$ cat config.mk
export PLATFORM = sky130hd
export DESIGN_NAME = pc_stack_indirect_addr
export DESIGN_NICKNAME = d
export VERILOG_FILES = /design/src/rtl/pc_stack_pkg.sv /design/src/rtl/pc_stack_indirect_addr.sv
export VERILOG_INCLUDE_DIRS = /design/src /design/src/rtl
export SDC_FILE = /design/constraint.sdc
export NUM_CORES = 1
export LEC_CHECK = 0
export ABC_AREA = 1
export ABC_CLOCK_PERIOD_IN_PS = 2500
export BUFFER_PORTS_ARGS = -buffer_cell sky130_fd_sc_hd__buf_2
export CAP_MARGIN = 40
export CORE_MARGIN = 5
export CORE_UTILIZATION = 57
export CTS_CLUSTER_DIAMETER = 150
export DETAILED_ROUTE_END_ITERATION = 12
export PLACE_DENSITY_LB_ADDON = 0.05
export SLEW_MARGIN = 0
export SYNTH_ARGS = -nofsm -noshare
export SYNTH_HDL_FRONTEND = slang
export SYNTH_SLANG_ARGS = --single-unit
$ cat constraint.sdc
create_clock -name mclk_i -period 2.5 [get_ports mclk_i]
set_clock_uncertainty 0.2 [all_clocks]
set_input_delay 0.375 -clock mclk_i [delete_from_list [all_inputs] [get_ports mclk_i]]
set_output_delay 0.375 -clock mclk_i [all_outputs]
set_load 0.05 [all_outputs]
$ cat src/rtl/pc_stack_params.svh
// Constants for the program counter, return stack and indirect addressing block.
`ifndef PC_STACK_PARAMS_SVH
`define PC_STACK_PARAMS_SVH

`define PC_WIDTH        13
`define PC_HIGH_WIDTH   5
`define STACK_DEPTH     8
`define STACK_PTR_WIDTH 3
`define OPERAND_WIDTH   11
`define LATCH_PAGE_HI   4
`define LATCH_PAGE_LO   3
`define PC_RESET        13'h0000
`define LATCH_RESET     5'h00
`define PTR_RESET       3'h0
`define FILE_ADDR_WIDTH 7
`define INDIRECT_ADDR_W 9
`define INDIRECT_PORT   7'h00

`endif

$ cat src/rtl/pc_stack_pkg.sv
// Types shared by the program counter, return stack and indirect addressing block.
package pc_stack_pkg;

	typedef enum logic [6:0] {
		OP_NONE      = 7'h01,
		OP_CALL      = 7'h02,
		OP_JUMP      = 7'h04,
		OP_RETURN    = 7'h08,
		OP_RET_LIT   = 7'h10,
		OP_RET_INT   = 7'h20,
		OP_INT_ENTRY = 7'h40
	} flow_op_t;

	typedef struct packed {
		logic [6:0] file_addr;
		logic       rd;
		logic       wr;
		logic [7:0] wdata;
	} file_req_t;

	typedef struct packed {
		logic [8:0] addr;
		logic       rd;
		logic       wr;
		logic [7:0] wdata;
	} mem_req_t;

endpackage

$ cat src/rtl/pc_stack_indirect_addr.sv
// Program counter, circular return stack and indirect data addressing.
//
// Summary of operation
// - Low-byte write loads upper bits from latch.
// - PC becomes latch bits above written byte.
// - Call loads operand, top two from latch.
// - Eight-entry, thirteen-bit hardware return stack.
// - Stack pointer is never software reachable.
// - Push PC plus one on call and interrupt entry.
// - Pop into PC on all three returns.
// - Push and pop leave latch unchanged.
// - Stack is circular; ninth push overwrites first.
// - No overflow or underflow flags exist.
// - Indirect port redirects to pointer-addressed location.
// - Indirect read of indirect port returns zero.
// - Indirect write to indirect port stores nothing.
// - Indirect address is bank bit over pointer.
// - Every reset clears the program counter.
// - Jump loads PC like a call.
`timescale 1ns/1ps
`include "pc_stack_params.svh"

module pc_stack_indirect_addr #(
	parameter int DEPTH    = `STACK_DEPTH,
	parameter int PTR_W    = `STACK_PTR_WIDTH
) (
	// Clock, reset and enable
	input  wire logic                           mclk_i,
	input  wire logic                           arst_n_i,
	input  wire logic                           ce_i,
	// Instruction flow from the decoder
	input  wire pc_stack_pkg::flow_op_t         flow_op_i,
	input  wire logic [`OPERAND_WIDTH-1:0]      operand_i,
	input  wire logic                           step_i,
	input  wire logic                           pc_low_wr_i,
	input  wire logic [7:0]                     pc_low_wdata_i,
	input  wire logic                           latch_wr_i,
	input  wire logic [`PC_HIGH_WIDTH-1:0]      latch_wdata_i,
	// Data access from the decoder
	input  wire pc_stack_pkg::file_req_t        file_req_i,
	input  wire logic [7:0]                     file_select_pointer_i,
	input  wire logic                           indirect_bank_bit_i,
	input  wire logic [7:0]                     mem_rdata_i,
	// Program flow state
	output logic [`PC_WIDTH-1:0]                pc_o,
	output logic [`PC_HIGH_WIDTH-1:0]           pc_high_latch_o,
	// Data memory side
	output pc_stack_pkg::mem_req_t              mem_req_o,
	output logic [7:0]                          file_rdata_o
);

	// ----------------------------------------------------------------
	// Program counter and return stack
	// ----------------------------------------------------------------

	logic [`PC_WIDTH-1:0]      pc;
	logic [`PC_WIDTH-1:0]      next_pc;
	logic [`PC_HIGH_WIDTH-1:0] pc_high_latch;
	logic [`PC_HIGH_WIDTH-1:0] next_pc_high_latch;
	logic [PTR_W-1:0]          stack_ptr;
	logic [PTR_W-1:0]          next_stack_ptr;
	logic [`PC_WIDTH-1:0]      stack_mem [DEPTH];
	logic [`PC_WIDTH-1:0]      page_target;
	logic                      push;
	logic                      pop;
	logic [`PC_WIDTH-1:0]      return_pc;

	// The pointer lives only here and drives no port, so software never sees it.
	assign push        = (flow_op_i == pc_stack_pkg::OP_CALL) ||
	                     (flow_op_i == pc_stack_pkg::OP_INT_ENTRY);
	assign pop         = (flow_op_i == pc_stack_pkg::OP_RETURN) ||
	                     (flow_op_i == pc_stack_pkg::OP_RET_LIT) ||
	                     (flow_op_i == pc_stack_pkg::OP_RET_INT);
	assign page_target = {pc_high_latch[`LATCH_PAGE_HI:`LATCH_PAGE_LO], operand_i};
	assign return_pc   = pc + `PC_WIDTH'(1);

	always_comb begin
		next_pc            = pc;
		next_pc_high_latch = pc_high_latch;
		next_stack_ptr     = stack_ptr;
		if (latch_wr_i) begin
			next_pc_high_latch = latch_wdata_i;
		end
		case (flow_op_i)
			pc_stack_pkg::OP_CALL: begin
				next_pc        = page_target;
				next_stack_ptr = stack_ptr + PTR_W'(1);
			end
			pc_stack_pkg::OP_INT_ENTRY: begin
				next_pc        = `PC_WIDTH'(operand_i);
				next_stack_ptr = stack_ptr + PTR_W'(1);
			end
			pc_stack_pkg::OP_JUMP: begin
				next_pc = page_target;
			end
			pc_stack_pkg::OP_RETURN, pc_stack_pkg::OP_RET_LIT,
			pc_stack_pkg::OP_RET_INT: begin
				next_pc        = stack_mem[stack_ptr - PTR_W'(1)];
				next_stack_ptr = stack_ptr - PTR_W'(1);
			end
			pc_stack_pkg::OP_NONE: begin
				if (pc_low_wr_i) begin
					next_pc = {pc_high_latch, pc_low_wdata_i};
				end else if (step_i) begin
					next_pc = return_pc;
				end
			end
			default: begin
				next_pc = pc;
			end
		endcase
	end

	always_ff @(posedge mclk_i or negedge arst_n_i) begin
		if (!arst_n_i) begin
			pc            <= `PC_RESET;
			pc_high_latch <= `LATCH_RESET;
			stack_ptr     <= `PTR_RESET;
		end else if (ce_i) begin
			pc            <= next_pc;
			pc_high_latch <= next_pc_high_latch;
			stack_ptr     <= next_stack_ptr;
		end
	end

	// The stack array has no reset; an early pop returns whatever the slot holds.
	always_ff @(posedge mclk_i) begin
		if (ce_i && push) begin
			stack_mem[stack_ptr] <= return_pc;
		end
	end

	assign pc_o            = pc;
	assign pc_high_latch_o = pc_high_latch;

	// ----------------------------------------------------------------
	// Indirect data addressing
	// ----------------------------------------------------------------

	pc_stack_pkg::mem_req_t mem_req;
	pc_stack_pkg::mem_req_t next_mem_req;
	logic                   via_port;
	logic                   self_ref;
	logic                   self_ref_q;
	logic [7:0]             file_rdata;

	assign via_port = file_req_i.file_addr == `INDIRECT_PORT;
	assign self_ref = via_port && (file_select_pointer_i[6:0] == `INDIRECT_PORT);

	always_comb begin
		next_mem_req       = '0;
		next_mem_req.rd    = file_req_i.rd;
		next_mem_req.wr    = file_req_i.wr;
		next_mem_req.wdata = file_req_i.wdata;
		if (via_port) begin
			next_mem_req.addr = {indirect_bank_bit_i, file_select_pointer_i};
		end else begin
			next_mem_req.addr = {2'h0, file_req_i.file_addr};
		end
		if (self_ref) begin
			next_mem_req.rd = 1'b0;
			next_mem_req.wr = 1'b0;
		end
	end

	always_ff @(posedge mclk_i or negedge arst_n_i) begin
		if (!arst_n_i) begin
			mem_req    <= '0;
			self_ref_q <= 1'b0;
			file_rdata <= 8'h00;
		end else if (ce_i) begin
			mem_req    <= next_mem_req;
			self_ref_q <= self_ref && file_req_i.rd;
			file_rdata <= self_ref_q ? 8'h00 : mem_rdata_i;
		end
	end

	assign mem_req_o    = mem_req;
	assign file_rdata_o = file_rdata;

	// ----------------------------------------------------------------
	// Checks
	// ----------------------------------------------------------------

	property p_low_write;
		@(posedge mclk_i) disable iff (!arst_n_i)
		(ce_i && flow_op_i == pc_stack_pkg::OP_NONE && pc_low_wr_i && !latch_wr_i)
		|=> pc_o == {$past(pc_high_latch), $past(pc_low_wdata_i)};
	endproperty
	a_low_write: assert property (p_low_write) else $error("pc low write wrong");

	property p_call_target;
		@(posedge mclk_i) disable iff (!arst_n_i)
		(ce_i && flow_op_i == pc_stack_pkg::OP_CALL)
		|=> pc_o == {$past(pc_high_latch[4:3]), $past(operand_i)};
	endproperty
	a_call_target: assert property (p_call_target) else $error("call target wrong");

	property p_jump_target;
		@(posedge mclk_i) disable iff (!arst_n_i)
		(ce_i && flow_op_i == pc_stack_pkg::OP_JUMP)
		|=> pc_o == {$past(pc_high_latch[4:3]), $past(operand_i)};
	endproperty
	a_jump_target: assert property (p_jump_target) else $error("jump target wrong");

	property p_call_return;
		@(posedge mclk_i) disable iff (!arst_n_i)
		(ce_i && flow_op_i == pc_stack_pkg::OP_CALL) ##1
		(ce_i && flow_op_i == pc_stack_pkg::OP_RETURN)
		|=> pc_o == $past(pc_o, 2) + 13'h0001;
	endproperty
	a_call_return: assert property (p_call_return) else $error("return address wrong");

	property p_latch_kept;
		@(posedge mclk_i) disable iff (!arst_n_i)
		(ce_i && (push || pop) && !latch_wr_i) |=> $stable(pc_high_latch_o);
	endproperty
	a_latch_kept: assert property (p_latch_kept) else $error("latch changed");

	property p_ptr_wrap;
		@(posedge mclk_i) disable iff (!arst_n_i)
		(ce_i && push) |=> stack_ptr == $past(stack_ptr) + 3'h1;
	endproperty
	a_ptr_wrap: assert property (p_ptr_wrap) else $error("push pointer wrong");

	property p_pop_wrap;
		@(posedge mclk_i) disable iff (!arst_n_i)
		(ce_i && pop) |=> stack_ptr == $past(stack_ptr) - 3'h1;
	endproperty
	a_pop_wrap: assert property (p_pop_wrap) else $error("pop pointer wrong");

	property p_indirect_addr;
		@(posedge mclk_i) disable iff (!arst_n_i)
		(ce_i && via_port && !self_ref)
		|=> mem_req_o.addr == {$past(indirect_bank_bit_i), $past(file_select_pointer_i)};
	endproperty
	a_indirect_addr: assert property (p_indirect_addr) else $error("indirect addr wrong");

	property p_self_write;
		@(posedge mclk_i) disable iff (!arst_n_i)
		(ce_i && self_ref) |=> !mem_req_o.wr && !mem_req_o.rd;
	endproperty
	a_self_write: assert property (p_self_write) else $error("self access stored");

	property p_self_read;
		@(posedge mclk_i) disable iff (!arst_n_i)
		(ce_i && self_ref && file_req_i.rd) ##1 ce_i |=> file_rdata_o == 8'h00;
	endproperty
	a_self_read: assert property (p_self_read) else $error("self read not zero");

	property p_reset_clear;
		@(posedge mclk_i)
		!arst_n_i |-> pc_o == `PC_RESET && stack_ptr == `PTR_RESET;
	endproperty
	a_reset_clear: assert property (p_reset_clear) else $error("reset left pc set");

	property p_push_value;
		@(posedge mclk_i) disable iff (!arst_n_i)
		(ce_i && push) |=> stack_mem[stack_ptr - 3'h1] == $past(pc_o) + 13'h0001;
	endproperty
	a_push_value: assert property (p_push_value) else $error("pushed address wrong");

	property p_pop_value;
		@(posedge mclk_i) disable iff (!arst_n_i)
		(ce_i && pop) |=> pc_o == $past(stack_mem[stack_ptr - 3'h1]);
	endproperty
	a_pop_value: assert property (p_pop_value) else $error("popped address wrong");

	property p_int_vector;
		@(posedge mclk_i) disable iff (!arst_n_i)
		(ce_i && flow_op_i == pc_stack_pkg::OP_INT_ENTRY)
		|=> pc_o == {2'h0, $past(operand_i)};
	endproperty
	a_int_vector: assert property (p_int_vector) else $error("vector load wrong");

	property p_step;
		@(posedge mclk_i) disable iff (!arst_n_i)
		(ce_i && flow_op_i == pc_stack_pkg::OP_NONE && !pc_low_wr_i && step_i)
		|=> pc_o == $past(pc_o) + 13'h0001;
	endproperty
	a_step: assert property (p_step) else $error("pc step wrong");

	property p_latch_write;
		@(posedge mclk_i) disable iff (!arst_n_i)
		(ce_i && latch_wr_i) |=> pc_high_latch_o == $past(latch_wdata_i);
	endproperty
	a_latch_write: assert property (p_latch_write) else $error("latch write lost");

	property p_ptr_hold;
		@(posedge mclk_i) disable iff (!arst_n_i)
		(ce_i && !push && !pop) |=> $stable(stack_ptr);
	endproperty
	a_ptr_hold: assert property (p_ptr_hold) else $error("pointer moved");

	property p_freeze;
		@(posedge mclk_i) disable iff (!arst_n_i)
		!ce_i |=> $stable(pc_o) && $stable(pc_high_latch_o) && $stable(stack_ptr) &&
		$stable(mem_req_o) && $stable(file_rdata_o);
	endproperty
	a_freeze: assert property (p_freeze) else $error("state moved while disabled");

	property p_port_pass;
		@(posedge mclk_i) disable iff (!arst_n_i)
		(ce_i && via_port && !self_ref)
		|=> mem_req_o.rd == $past(file_req_i.rd) && mem_req_o.wr == $past(file_req_i.wr) &&
		mem_req_o.wdata == $past(file_req_i.wdata);
	endproperty
	a_port_pass: assert property (p_port_pass) else $error("indirect access lost");

	property p_direct_pass;
		@(posedge mclk_i) disable iff (!arst_n_i)
		(ce_i && !via_port)
		|=> mem_req_o.addr == {2'h0, $past(file_req_i.file_addr)} &&
		mem_req_o.rd == $past(file_req_i.rd) && mem_req_o.wr == $past(file_req_i.wr);
	endproperty
	a_direct_pass: assert property (p_direct_pass) else $error("direct access wrong");

	property p_read_data;
		@(posedge mclk_i) disable iff (!arst_n_i)
		(ce_i && !self_ref_q) |=> file_rdata_o == $past(mem_rdata_i);
	endproperty
	a_read_data: assert property (p_read_data) else $error("read data lost");

endmodule // pc_stack_indirect_addr

# Yosys cells after proc, flatten, opt, wreduce, memory -nomap -nowiden
# Memory sizes are Yosys's and may differ from the RTL's.
# Index checks and enable logic that the tools add are counted.
[totals] in_bits=71 elab_cells=44 ram_bits=104 regBits=49 mem_count=1
[memory_table] name="stack_mem" depth=8 width=13 rd=1 rd_ports_with_merged_regs=0 write_ports=1 line_no="pc_stack_indirect_addr.sv:62" rtl="logic [`PC_WIDTH-1:0] stack_mem [DEPTH];"
[classes] add_sub_neg=3 n_reduce_logical=14 n_eq_ne=8 muxes=9
[ops] operator="one-hot mux 13 bit (4 select lines)" n=1
[ops] operator="two-way mux 13 bit" n=2
[ops] operator="zero test 7 bit" n=2
[ops] operator="adder 13 x 1 -> 13 bit, second input constant" n=1
[ops] operator="two-way mux 9 bit" n=1
[ops] operator="two-way mux 8 bit" n=1
[ops] operator="equality test 7 x 1 -> 1 bit, second input constant" n=1
[ops] operator="equality test 7 x 2 -> 1 bit, second input constant" n=1
[ops] operator="equality test 7 x 3 -> 1 bit, second input constant" n=1
[ops] operator="equality test 7 x 4 -> 1 bit, second input constant" n=1
[ops] operator="equality test 7 x 5 -> 1 bit, second input constant" n=1
[ops] operator="equality test 7 x 6 -> 1 bit, second input constant" n=1
[ops] operator="equality test 7 bit, second input constant" n=1
[ops] operator="one-hot mux 3 bit (2 select lines)" n=1
[ops] operator="AND reduction 2 bit" n=2
[ops] operator="nonzero test 4 bit" n=1
[ops] operator="OR reduction 2 bit" n=2
[ops] operator="adder 3 x 1 -> 3 bit, second input constant" n=1
[ops] operator="logical AND 1 bit" n=3
[ops] operator="inequality test 3 bit, second input constant" n=1
[ops] operator="AND reduction 3 bit" n=1
[ops] operator="OR reduction 3 bit" n=1
[ops] operator="subtractor 3 x 1 -> 3 bit, second input constant" n=1
[ops] operator="two-way mux 1 bit" n=2
[ops] operator="other kinds (3)" n=3

# Longest topological paths before layout
# Gate-level depths: netlist of run 1.
[depth] word_depth=5 ltp_mapped=15 mapped_depth_nobuf=12

# Worst setup path after synthesis of run 1
# Ideal clock, no wire load.
[synth_path] kind="register to register" startpoint="register stack_ptr[0]" endpoint="register pc[6] (netlist: pc_o[6])" slack_ns=0.278 synth_period_minus_slack_ns=2.222 path_buffers=4 setup_time_ns=0.118 t_required_ns=2.182 stages_incl_launch_ff=15 t_arrival_ns=1.904 path_cell_list="dfrtp_1 > buf_4 > inv_2 > buf_2 > ha_1 > buf_2 > inv_2 > buf_2 > nand3_1 > nand3_1 > nand2_1 > nand2_1 > nand3_1 > nand2_1 > nand2_1"
[synth_between] elab_chain_len=3
[synth_rtl] item="from (decl)" line_no="pc_stack_indirect_addr.sv:60" rtl="logic [PTR_W-1:0] stack_ptr;"
[synth_rtl] item="from (signal assigned)" line_no="pc_stack_indirect_addr.sv:118" rtl="stack_ptr <= `PTR_RESET;"
[synth_rtl] item="from (signal assigned)" line_no="pc_stack_indirect_addr.sv:122" rtl="stack_ptr <= next_stack_ptr;"
[synth_rtl] item="subtractor 3 x 1 -> 3 bit" line_no="pc_stack_indirect_addr.sv:98" rtl="next_pc = stack_mem[stack_ptr - PTR_W'(1)];"
[synth_rtl] item="memory (8 x 13 bit)"
[synth_rtl] item="one-hot mux 13 bit (4 select lines)" line_no="pc_stack_indirect_addr.sv:84" rtl="case (flow_op_i)"
[synth_rtl] item="to (signal assigned)" line_no="pc_stack_indirect_addr.sv:116" rtl="pc <= `PC_RESET;"
[synth_rtl] item="to (signal assigned)" line_no="pc_stack_indirect_addr.sv:120" rtl="pc <= next_pc;"
[synth_rtl] item="to (decl)" line_no="pc_stack_indirect_addr.sv:56" rtl="logic [`PC_WIDTH-1:0] pc;"
# No other way between the ends.
# A chain may end at the register's enable or synchronous reset.

# Worst setup path in the final report of run 1
[layout_path] startpoint="register pc[0] (netlist: pc_o[0])" endpoint="register pc[8] (netlist: pc_o[8])"
[layout_between] elab_chain_len=4
[layout_rtl] item="adder 13 x 1 -> 13 bit" line_no="pc_stack_indirect_addr.sv:75" rtl="assign return_pc = pc + `PC_WIDTH'(1);"
[layout_rtl] item="via return_pc[8]" line_no="pc_stack_indirect_addr.sv:66" rtl="logic [`PC_WIDTH-1:0] return_pc;"
[layout_rtl] item="two-way mux 13 bit" line_no="pc_stack_indirect_addr.sv:104" rtl="end else if (step_i) begin"
[layout_rtl] item="two-way mux 13 bit" line_no="pc_stack_indirect_addr.sv:102" rtl="if (pc_low_wr_i) begin"
[layout_rtl] item="one-hot mux 13 bit (4 select lines)" line_no="pc_stack_indirect_addr.sv:84"
# The timed path passes the listed nets, and every way through them passes these cells. The select of a mux whose other input is x is not followed.

==> impl_metrics.py, run 1 <==
metrics = {
    "logic_synthesis": {
        "synthesis.nets": 837,
        "synth_seq_area_share_pct": 61.5,
        "async_flop_share_pct": 32.0,
        "synthesis.area_um2": 7070,
        "synth_warnings": 0,
        "synth.avg_cell_area_um2": 9.28,
        "synth_edf_count": 104,
        "synth_seq_cells": 153,
        "synth_ff_type": "edfxtp_1",
        "syn_inst": 762,
        "yosysUniqueCellTypes": 34,
    },
    "sta": {
        "rsz0062_at_grt": "no",
        "report.final.slew_viol_count": 0,
        "fmax_mhz": 453,
        "fin_crit_ps": 2210,
        "setup_slack_ps": 291,
        "finalHoldViolCount": 0,
        "worstMarginPinSlew_ps": 688,
        "fin_setup_tns_ps": 0,
        "relSlewSlack_pct": 53.9,
        "post-route-period-util_pct": 88.4,
        "setup_viol": 0,
    },
    "routing": {
        "drc": 0,
        "first_pass_iters": 5,
        "wire_per_inst_um": 16.8,
        "wl_mm": 18.3,
        "ant_nets": 0,
        "vias": 5866,
        "vias_per_cell": 5.36,
        "drt_iter0_drc": 453,
    },
    "clock_tree": {
        "clk_latency_ps": 430,
        "cts_tree": "done",
        "root_buffer": "clkbuf_16",
        "cts.path.max_buffers": 2,
        "cts_resized": 0,
        "cts_max_level": 4,
        "clkTransAtPathRegs_ps": 60,
        "cts_sinks": 153,
        "cts_made_buffers": 17,
    },
    "hold_path": {
        "holdCritPathClass": "primary input to register",
        "hold_start": "latch_wdata_i[3]",
        "whs_path_depth": 3,
        "hold_path_end": "pc_high_latch_o[3]",
    },
    "critical_path": {
        "reg2reg_depth": 10,
        "worstSetupEndpointType": "register",
        "cp.required_ps": 2620,
        "ff2ff_setup_slack_ps": 290,
        "critPathMaxFanout": 9,
        "reg2reg_from": "pc_o[0]",
        "r2r_end": "pc_o[8]",
        "arrival_ps": 2330,
        "crit_type": "register to register",
        "crit_path_start": "pc_o[0]",
        "startpoint_type": "register",
    },
    "power_and_ir_drop": {
        "power_frac_comb_pct": 34.9,
        "p_sw_uw": 3400,
        "p_clk_share_pct": 29.1,
        "ir_drop_mv": 0.691,
        "p_leak_uw": 0.00395,
        "power_frac_seq_pct": 35.9,
        "power_density_nw_per_um2": 1000,
        "total_power_uw": 8750,
        "p_sw_share_pct": 38.9,
        "intPower_uw": 5350,
    },
    "placed_design": {
        "place_area_um2": 7860,
        "hpwl_mm": 12.6,
        "place_ws_ps": 331,
        "place_inst": 1035,
        "placement.io_buffers": 115,
        "place_congestion": 0.915,
    },
    "global_routing": {
        "first_global_vias": 5860,
        "overflow": 0,
        "grt_max_degree": 56,
        "grt_pass1_wl_mm": 29.5,
        "antenna_found_initial": 0,
        "grt_use_total_pct": 26.1,
    },
    "die": {
        "die-width_um": 121,
        "start_util_pct": 58.4,
        "core_area_um2": 12100,
        "fp.dieArea_um2": 14700,
        "pin_count": 116,
        "die_h_um": 121,
        "std_cell_rows": 40,
    },
    "finish": {
        "design_area_um2": 8720,
        "drive_gt1_share_pct": 20.8,
        "multi_input_area_um2": 2430,
        "fin_nets": 988,
        "fin_cells": 1094,
        "seq_area_um2": 4350,
        "n_fill_cell": 939,
        "n_antenna_cell": 0,
        "area_delta_synth_final_pct": 23.3,
    },
    "run_status": {
        "outcome": "finished clean",
    },
    "run": {
        "maxCapViolCount": 0,
    },
}
-- routing by layer --
layer  global-route usage [%]  routed length (µm)  up-vias
met5                        0                   0        -
met4                     9.80                 541        0
met3                     6.85                1210       47
met2                     43.3                9000      222
met1                     32.9                7590     2763
li1                         -                   -     2834
-- placed cells by master (no fill, tap or decap), drive strengths merged --
cell type / Yosys / final
nand2: 295 / 295
buf: 22 / 138
nand3: 124 / 124
edfxtp: 104 / 104
nor2: 65 / 65
dfrtp: 49 / 49
inv: 33 / 42
dlygate4sd3: 0 / 27
clkbuf: 11 / 17
o21ai: 17 / 17
a21oi: 14 / 14
nand3b: 4 / 4
xor2: 4 / 4
ha: 4 / 4
clkinv: 1 / 4
mux2: 3 / 3
nand4: 2 / 2
nor4: 2 / 2
nor3: 2 / 2
or2: 2 / 2
bufinv: 0 / 2
xnor2: 2 / 2
o21bai: 1 / 1
o22ai: 1 / 1
clkinvlp: 0 / 1
-- timing repair --
| action | CTS | global route |
|---|---|---|
| hold endpoints to repair | 52 | 0 |
| setup buffers | 0 | 0 |
| hold buffers | 27 | 0 |
-- cell usage after synthesis (3+ instances only) --
| master | count | area share (%) |
|---|---|---|
| a21oi_1 | 14 | 0.99 |
| buf_2 | 15 | 1.1 |
| buf_4 | 5 | 0.53 |
| clkbuf_1 | 11 | 0.58 |
| dfrtp_1 | 49 | 17 |
| edfxtp_1 | 104 | 44 |
| ha_1 | 4 | 0.71 |
| inv_1 | 25 | 1.3 |
| inv_2 | 8 | 0.42 |
| mux2_2 | 3 | 0.48 |
| nand2_1 | 293 | 16 |
| nand3_1 | 122 | 8.6 |
| nand3b_1 | 4 | 0.42 |
| nor2_1 | 60 | 3.2 |
| o21ai_0 | 12 | 0.85 |
| o21ai_1 | 4 | 0.28 |
| xor2_1 | 4 | 0.50 |
-- registers in the layout, summed over array words and instances, names as in the netlist --
signal / flops
file_rdata_o: 8
mem_req_o: 19
pc_high_latch_o: 5
pc_o: 13
self_ref_q: 1
stack_mem: 104
stack_ptr: 3
-- stage by stage --
stage	util [%]	hold slack [ps]
floorplan	-	-121
global placement	64.9	220
detailed placement	64.9	237
CTS	72.0	3.52
global route	72.0	13.7
finish	72.0	16.2
-- area by class of cell --
cell class | count | area share, %
Clock buffer | 17 | 4.88
Clock inverter | 15 | 1.85
Inverter | 34 | 1.46
Multi-Input combinational cell | 542 | 27.8
Sequential cell | 153 | 49.9
Tap cell | 168 | 2.41
Timing Repair Buffer | 165 | 11.7
-- worst max-delay path, stage by stage, from the launching register on --
cell	delay, ps
dfrtp_1	490
ha_1	240
inv_1	50
nor2_1	320
nand2_1	90
nand2_1	60
nand2_1	210
o21ai_0	230
nand3_1	80
nand2_1	70
nand2_1	50
-- power groups by stage --
stage | clock network, µW | logic, µW | registers (µW)
after floorplan | 0 | 1820 | 3510
final | 2550 | 3060 | 3140
after global placement | 0 | 2970 | 3180
after detailed placement | 0 | 3020 | 3190
after CTS | 2580 | 3070 | 3140
after global routing | 2700 | 3370 | 3160
-- worst max path at each step --
stage	endpoint	cells past startpoint	slack (ps)
after floorplan	pc_o[6]	14	280
after global placement	pc_o[8]	10	390
after detailed placement	stack_mem[5][7]	11	330
after CTS	pc_o[8]	10	320
after global routing	pc_o[8]	10	130
final	pc_o[8]	10	290
-- kinds of logic after synthesis --
| logic type | count (synthesis) | synth area share, % |
|---|---|---|
| buf+inv | 67 | 4.19 |
| fa+ha+maj | 4 | 0.707 |
| simple gates | 496 | 29.7 |
| compound gates | 33 | 2.60 |
| xor+xnor | 6 | 0.849 |
| mux | 3 | 0.478 |
| flops | 153 | 61.5 |
No activity file was read; power rests on OpenSTA's default activity.
==> run 2: changes to the inputs <==
Settings changed: BUFFER_PORTS_ARGS -buffer_cell sky130_fd_sc_hd__buf_2 to not set, CORE_UTILIZATION 57 to 63, DONT_BUFFER_PORTS set to 1, REMOVE_ABC_BUFFERS set to 1.
==> impl_metrics.py, run 2 (synthesis results as in run 1) <==
metrics = {
    "run_status": {
        "outcome": "finished clean",
    },
    "sta": {
        "report.final.slew_viol_count": 0,
        "post-route-period-util_pct": 90.1,
        "worstMarginPinSlew_ps": 760,
        "fin_setup_tns_ps": 0,
        "setup_slack_ps": 248,
        "finalHoldViolCount": 0,
        "fmax_mhz": 444,
        "setup_viol": 0,
        "rsz0062_at_grt": "no",
        "relSlewSlack_pct": 49.1,
        "fin_crit_ps": 2250,
    },
    "clock_tree": {
        "cts_max_level": 4,
        "cts_made_buffers": 17,
        "clkTransAtPathRegs_ps": 60,
        "clk_latency_ps": 420,
        "post_cts_buffers": 0,
        "cts.path.max_buffers": 2,
        "root_buffer": "clkbuf_16",
        "cts_tree": "done",
        "cts_sinks": 153,
    },
    "routing": {
        "vias_per_cell": 5.91,
        "drt_iter0_drc": 642,
        "first_pass_iters": 6,
        "drc": 0,
        "wire_per_inst_um": 20.1,
        "vias": 5791,
        "wl_mm": 19.7,
        "ant_nets": 0,
    },
    "critical_path": {
        "worstSetupEndpointType": "register",
        "r2r_end": "pc_o[12]",
        "ff2ff_setup_slack_ps": 250,
        "critPathMaxFanout": 14,
        "crit_family": "XOR/XNOR gates",
        "cp_cell_sequence": "inv_1 > ha_1 > xnor2_2 > nand3_1 > nand2_1 > a21oi_1 > nand2_1 > nand2_1 > nand2_1",
        "crit_path_start": "stack_ptr[1]",
        "cp_common_cell": "nand2_1",
        "crit_path_top_delay_cell": "xnor2_2",
        "critPathMaxStageDelay_ps": 640,
        "crit_type": "register to register",
        "reg2reg_depth": 9,
        "cp.required_ps": 2650,
        "startpoint_type": "register",
        "reg2reg_from": "stack_ptr[1]",
        "path_buf_inv": 1,
        "arrival_ps": 2410,
    },
    "finish": {
        "final_common_cell": "nand2_1",
        "utilization_pct": 76.5,
        "largest_register": "stack_mem",
        "n_antenna_cell": 0,
        "fin_nets": 902,
        "design_area_um2": 8370,
        "drive_gt1_share_pct": 10.4,
        "final_cell_mix": "nand2_1 (293), nand3_1 (122), edfxtp_1 (104)",
        "largest_reg_flops": 104,
        "area_delta_synth_final_pct": 18.3,
    },
    "global_routing": {
        "grt.met1_usage_pct": 37.4,
        "grtUsageMet2_pct": 50.5,
        "antenna_found_initial": 1,
        "grt_pass1_wl_mm": 30.9,
        "met3_usage_pct": 7.31,
        "overflow": 0,
        "grt_use_total_pct": 30.6,
        "first_global_vias": 5954,
        "grt_busiest_layer": "met2",
        "grt_max_degree": 56,
    },
    "power_and_ir_drop": {
        "p_leak_uw": 0.00360,
        "power_density_nw_per_um2": 1020,
        "ir_drop_mv": 0.711,
        "total_power_uw": 8570,
    },
    "hold_path": {
        "whs_path_depth": 4,
        "holdCritPathClass": "primary input to register",
        "hold_start": "operand_i[2]",
        "hold_path_end": "pc_o[2]",
    },
    "placed_design": {
        "hpwl_mm": 12.6,
        "place_congestion": 0.941,
        "place_area_um2": 7320,
        "placement.io_buffers": 0,
        "place_ws_ps": 287,
    },
    "die": {
        "die_h_um": 116,
        "core_area_um2": 10900,
        "std_cell_rows": 38,
        "start_util_pct": 64.7,
        "die-width_um": 116,
        "pin_count": 116,
        "fp.dieArea_um2": 13400,
    },
    "run": {
        "maxCapViolCount": 0,
    },
}
==> run 2: changes by cell type in the layout (fill, tap and decap cells not counted), moves of 2 or more <==
cell	previous run	this run
buf_2	115	0
buf_4	23	32
clkinv_4	0	2
clkinvlp_4	1	5
dlygate4sd3_1	27	45
inv_6	8	2
==> run 2: through the flow <==
stage / instances / hold WS [ps]
4_1_cts: 979 / 2.13
3_3_place_gp: 901 / -119
5_1_grt: 980 / 34.8
3_5_place_dp: 901 / -119
6_report: 980 / 19.0
2_1_floorplan: 729 / -121
==> run 2: where the power goes <==
part | total [µW] | internal (µW) | switching, µW
registers | 3330 | 2980 | 343
logic | 2850 | 843 | 2010
clock network | 2390 | 1370 | 1020
total | 8570 | 5200 | 3370
==> run 2: routing by layer <==
metal | part of all wire (%) | up-vias | wire (µm)
met1 | 37 | 2732 | 7210
met4 | 4.4 | 2 | 871
met3 | 7.9 | 84 | 1550
met5 | 0.036 | - | 7
li1 | - | 2658 | -
met2 | 51 | 315 | 10000
==> run 2: area by class of cell <==
cell class / count / area (µm²)
clock inverter: 14 / 125
clock buffer: 18 / 429
fill: 736 / 2570
tap: 140 / 175
sequential: 153 / 4350
inverter: 34 / 128
timing repair buffer: 79 / 733
multi-input combinational: 542 / 2430
==> run 2: timing repair <==
item | CTS | global route
endpoints found under the setup margin | 0 | 0
hold endpoints to repair | 83 | 0
hold buffers | 46 | 0
resized for setup | 0 | 0
==> run 2: tightest hold or removal path, stage by stage <==
cell and delay (ps):
nand3_1 50, nand3_1 70, nand2_1 60, nand2_1 50
==> run 2: worst max path at each step <==
stage | cells past startpoint | to | slack (ps)
after detailed placement | 10 | pc_o[11] | 290
final | 9 | pc_o[12] | 250
after global routing | 9 | pc_o[5] | 50
after floorplan | 11 | pc_o[11] | -1190
after global placement | 9 | pc_o[5] | 380
after CTS | 4 | self_ref_q | 280
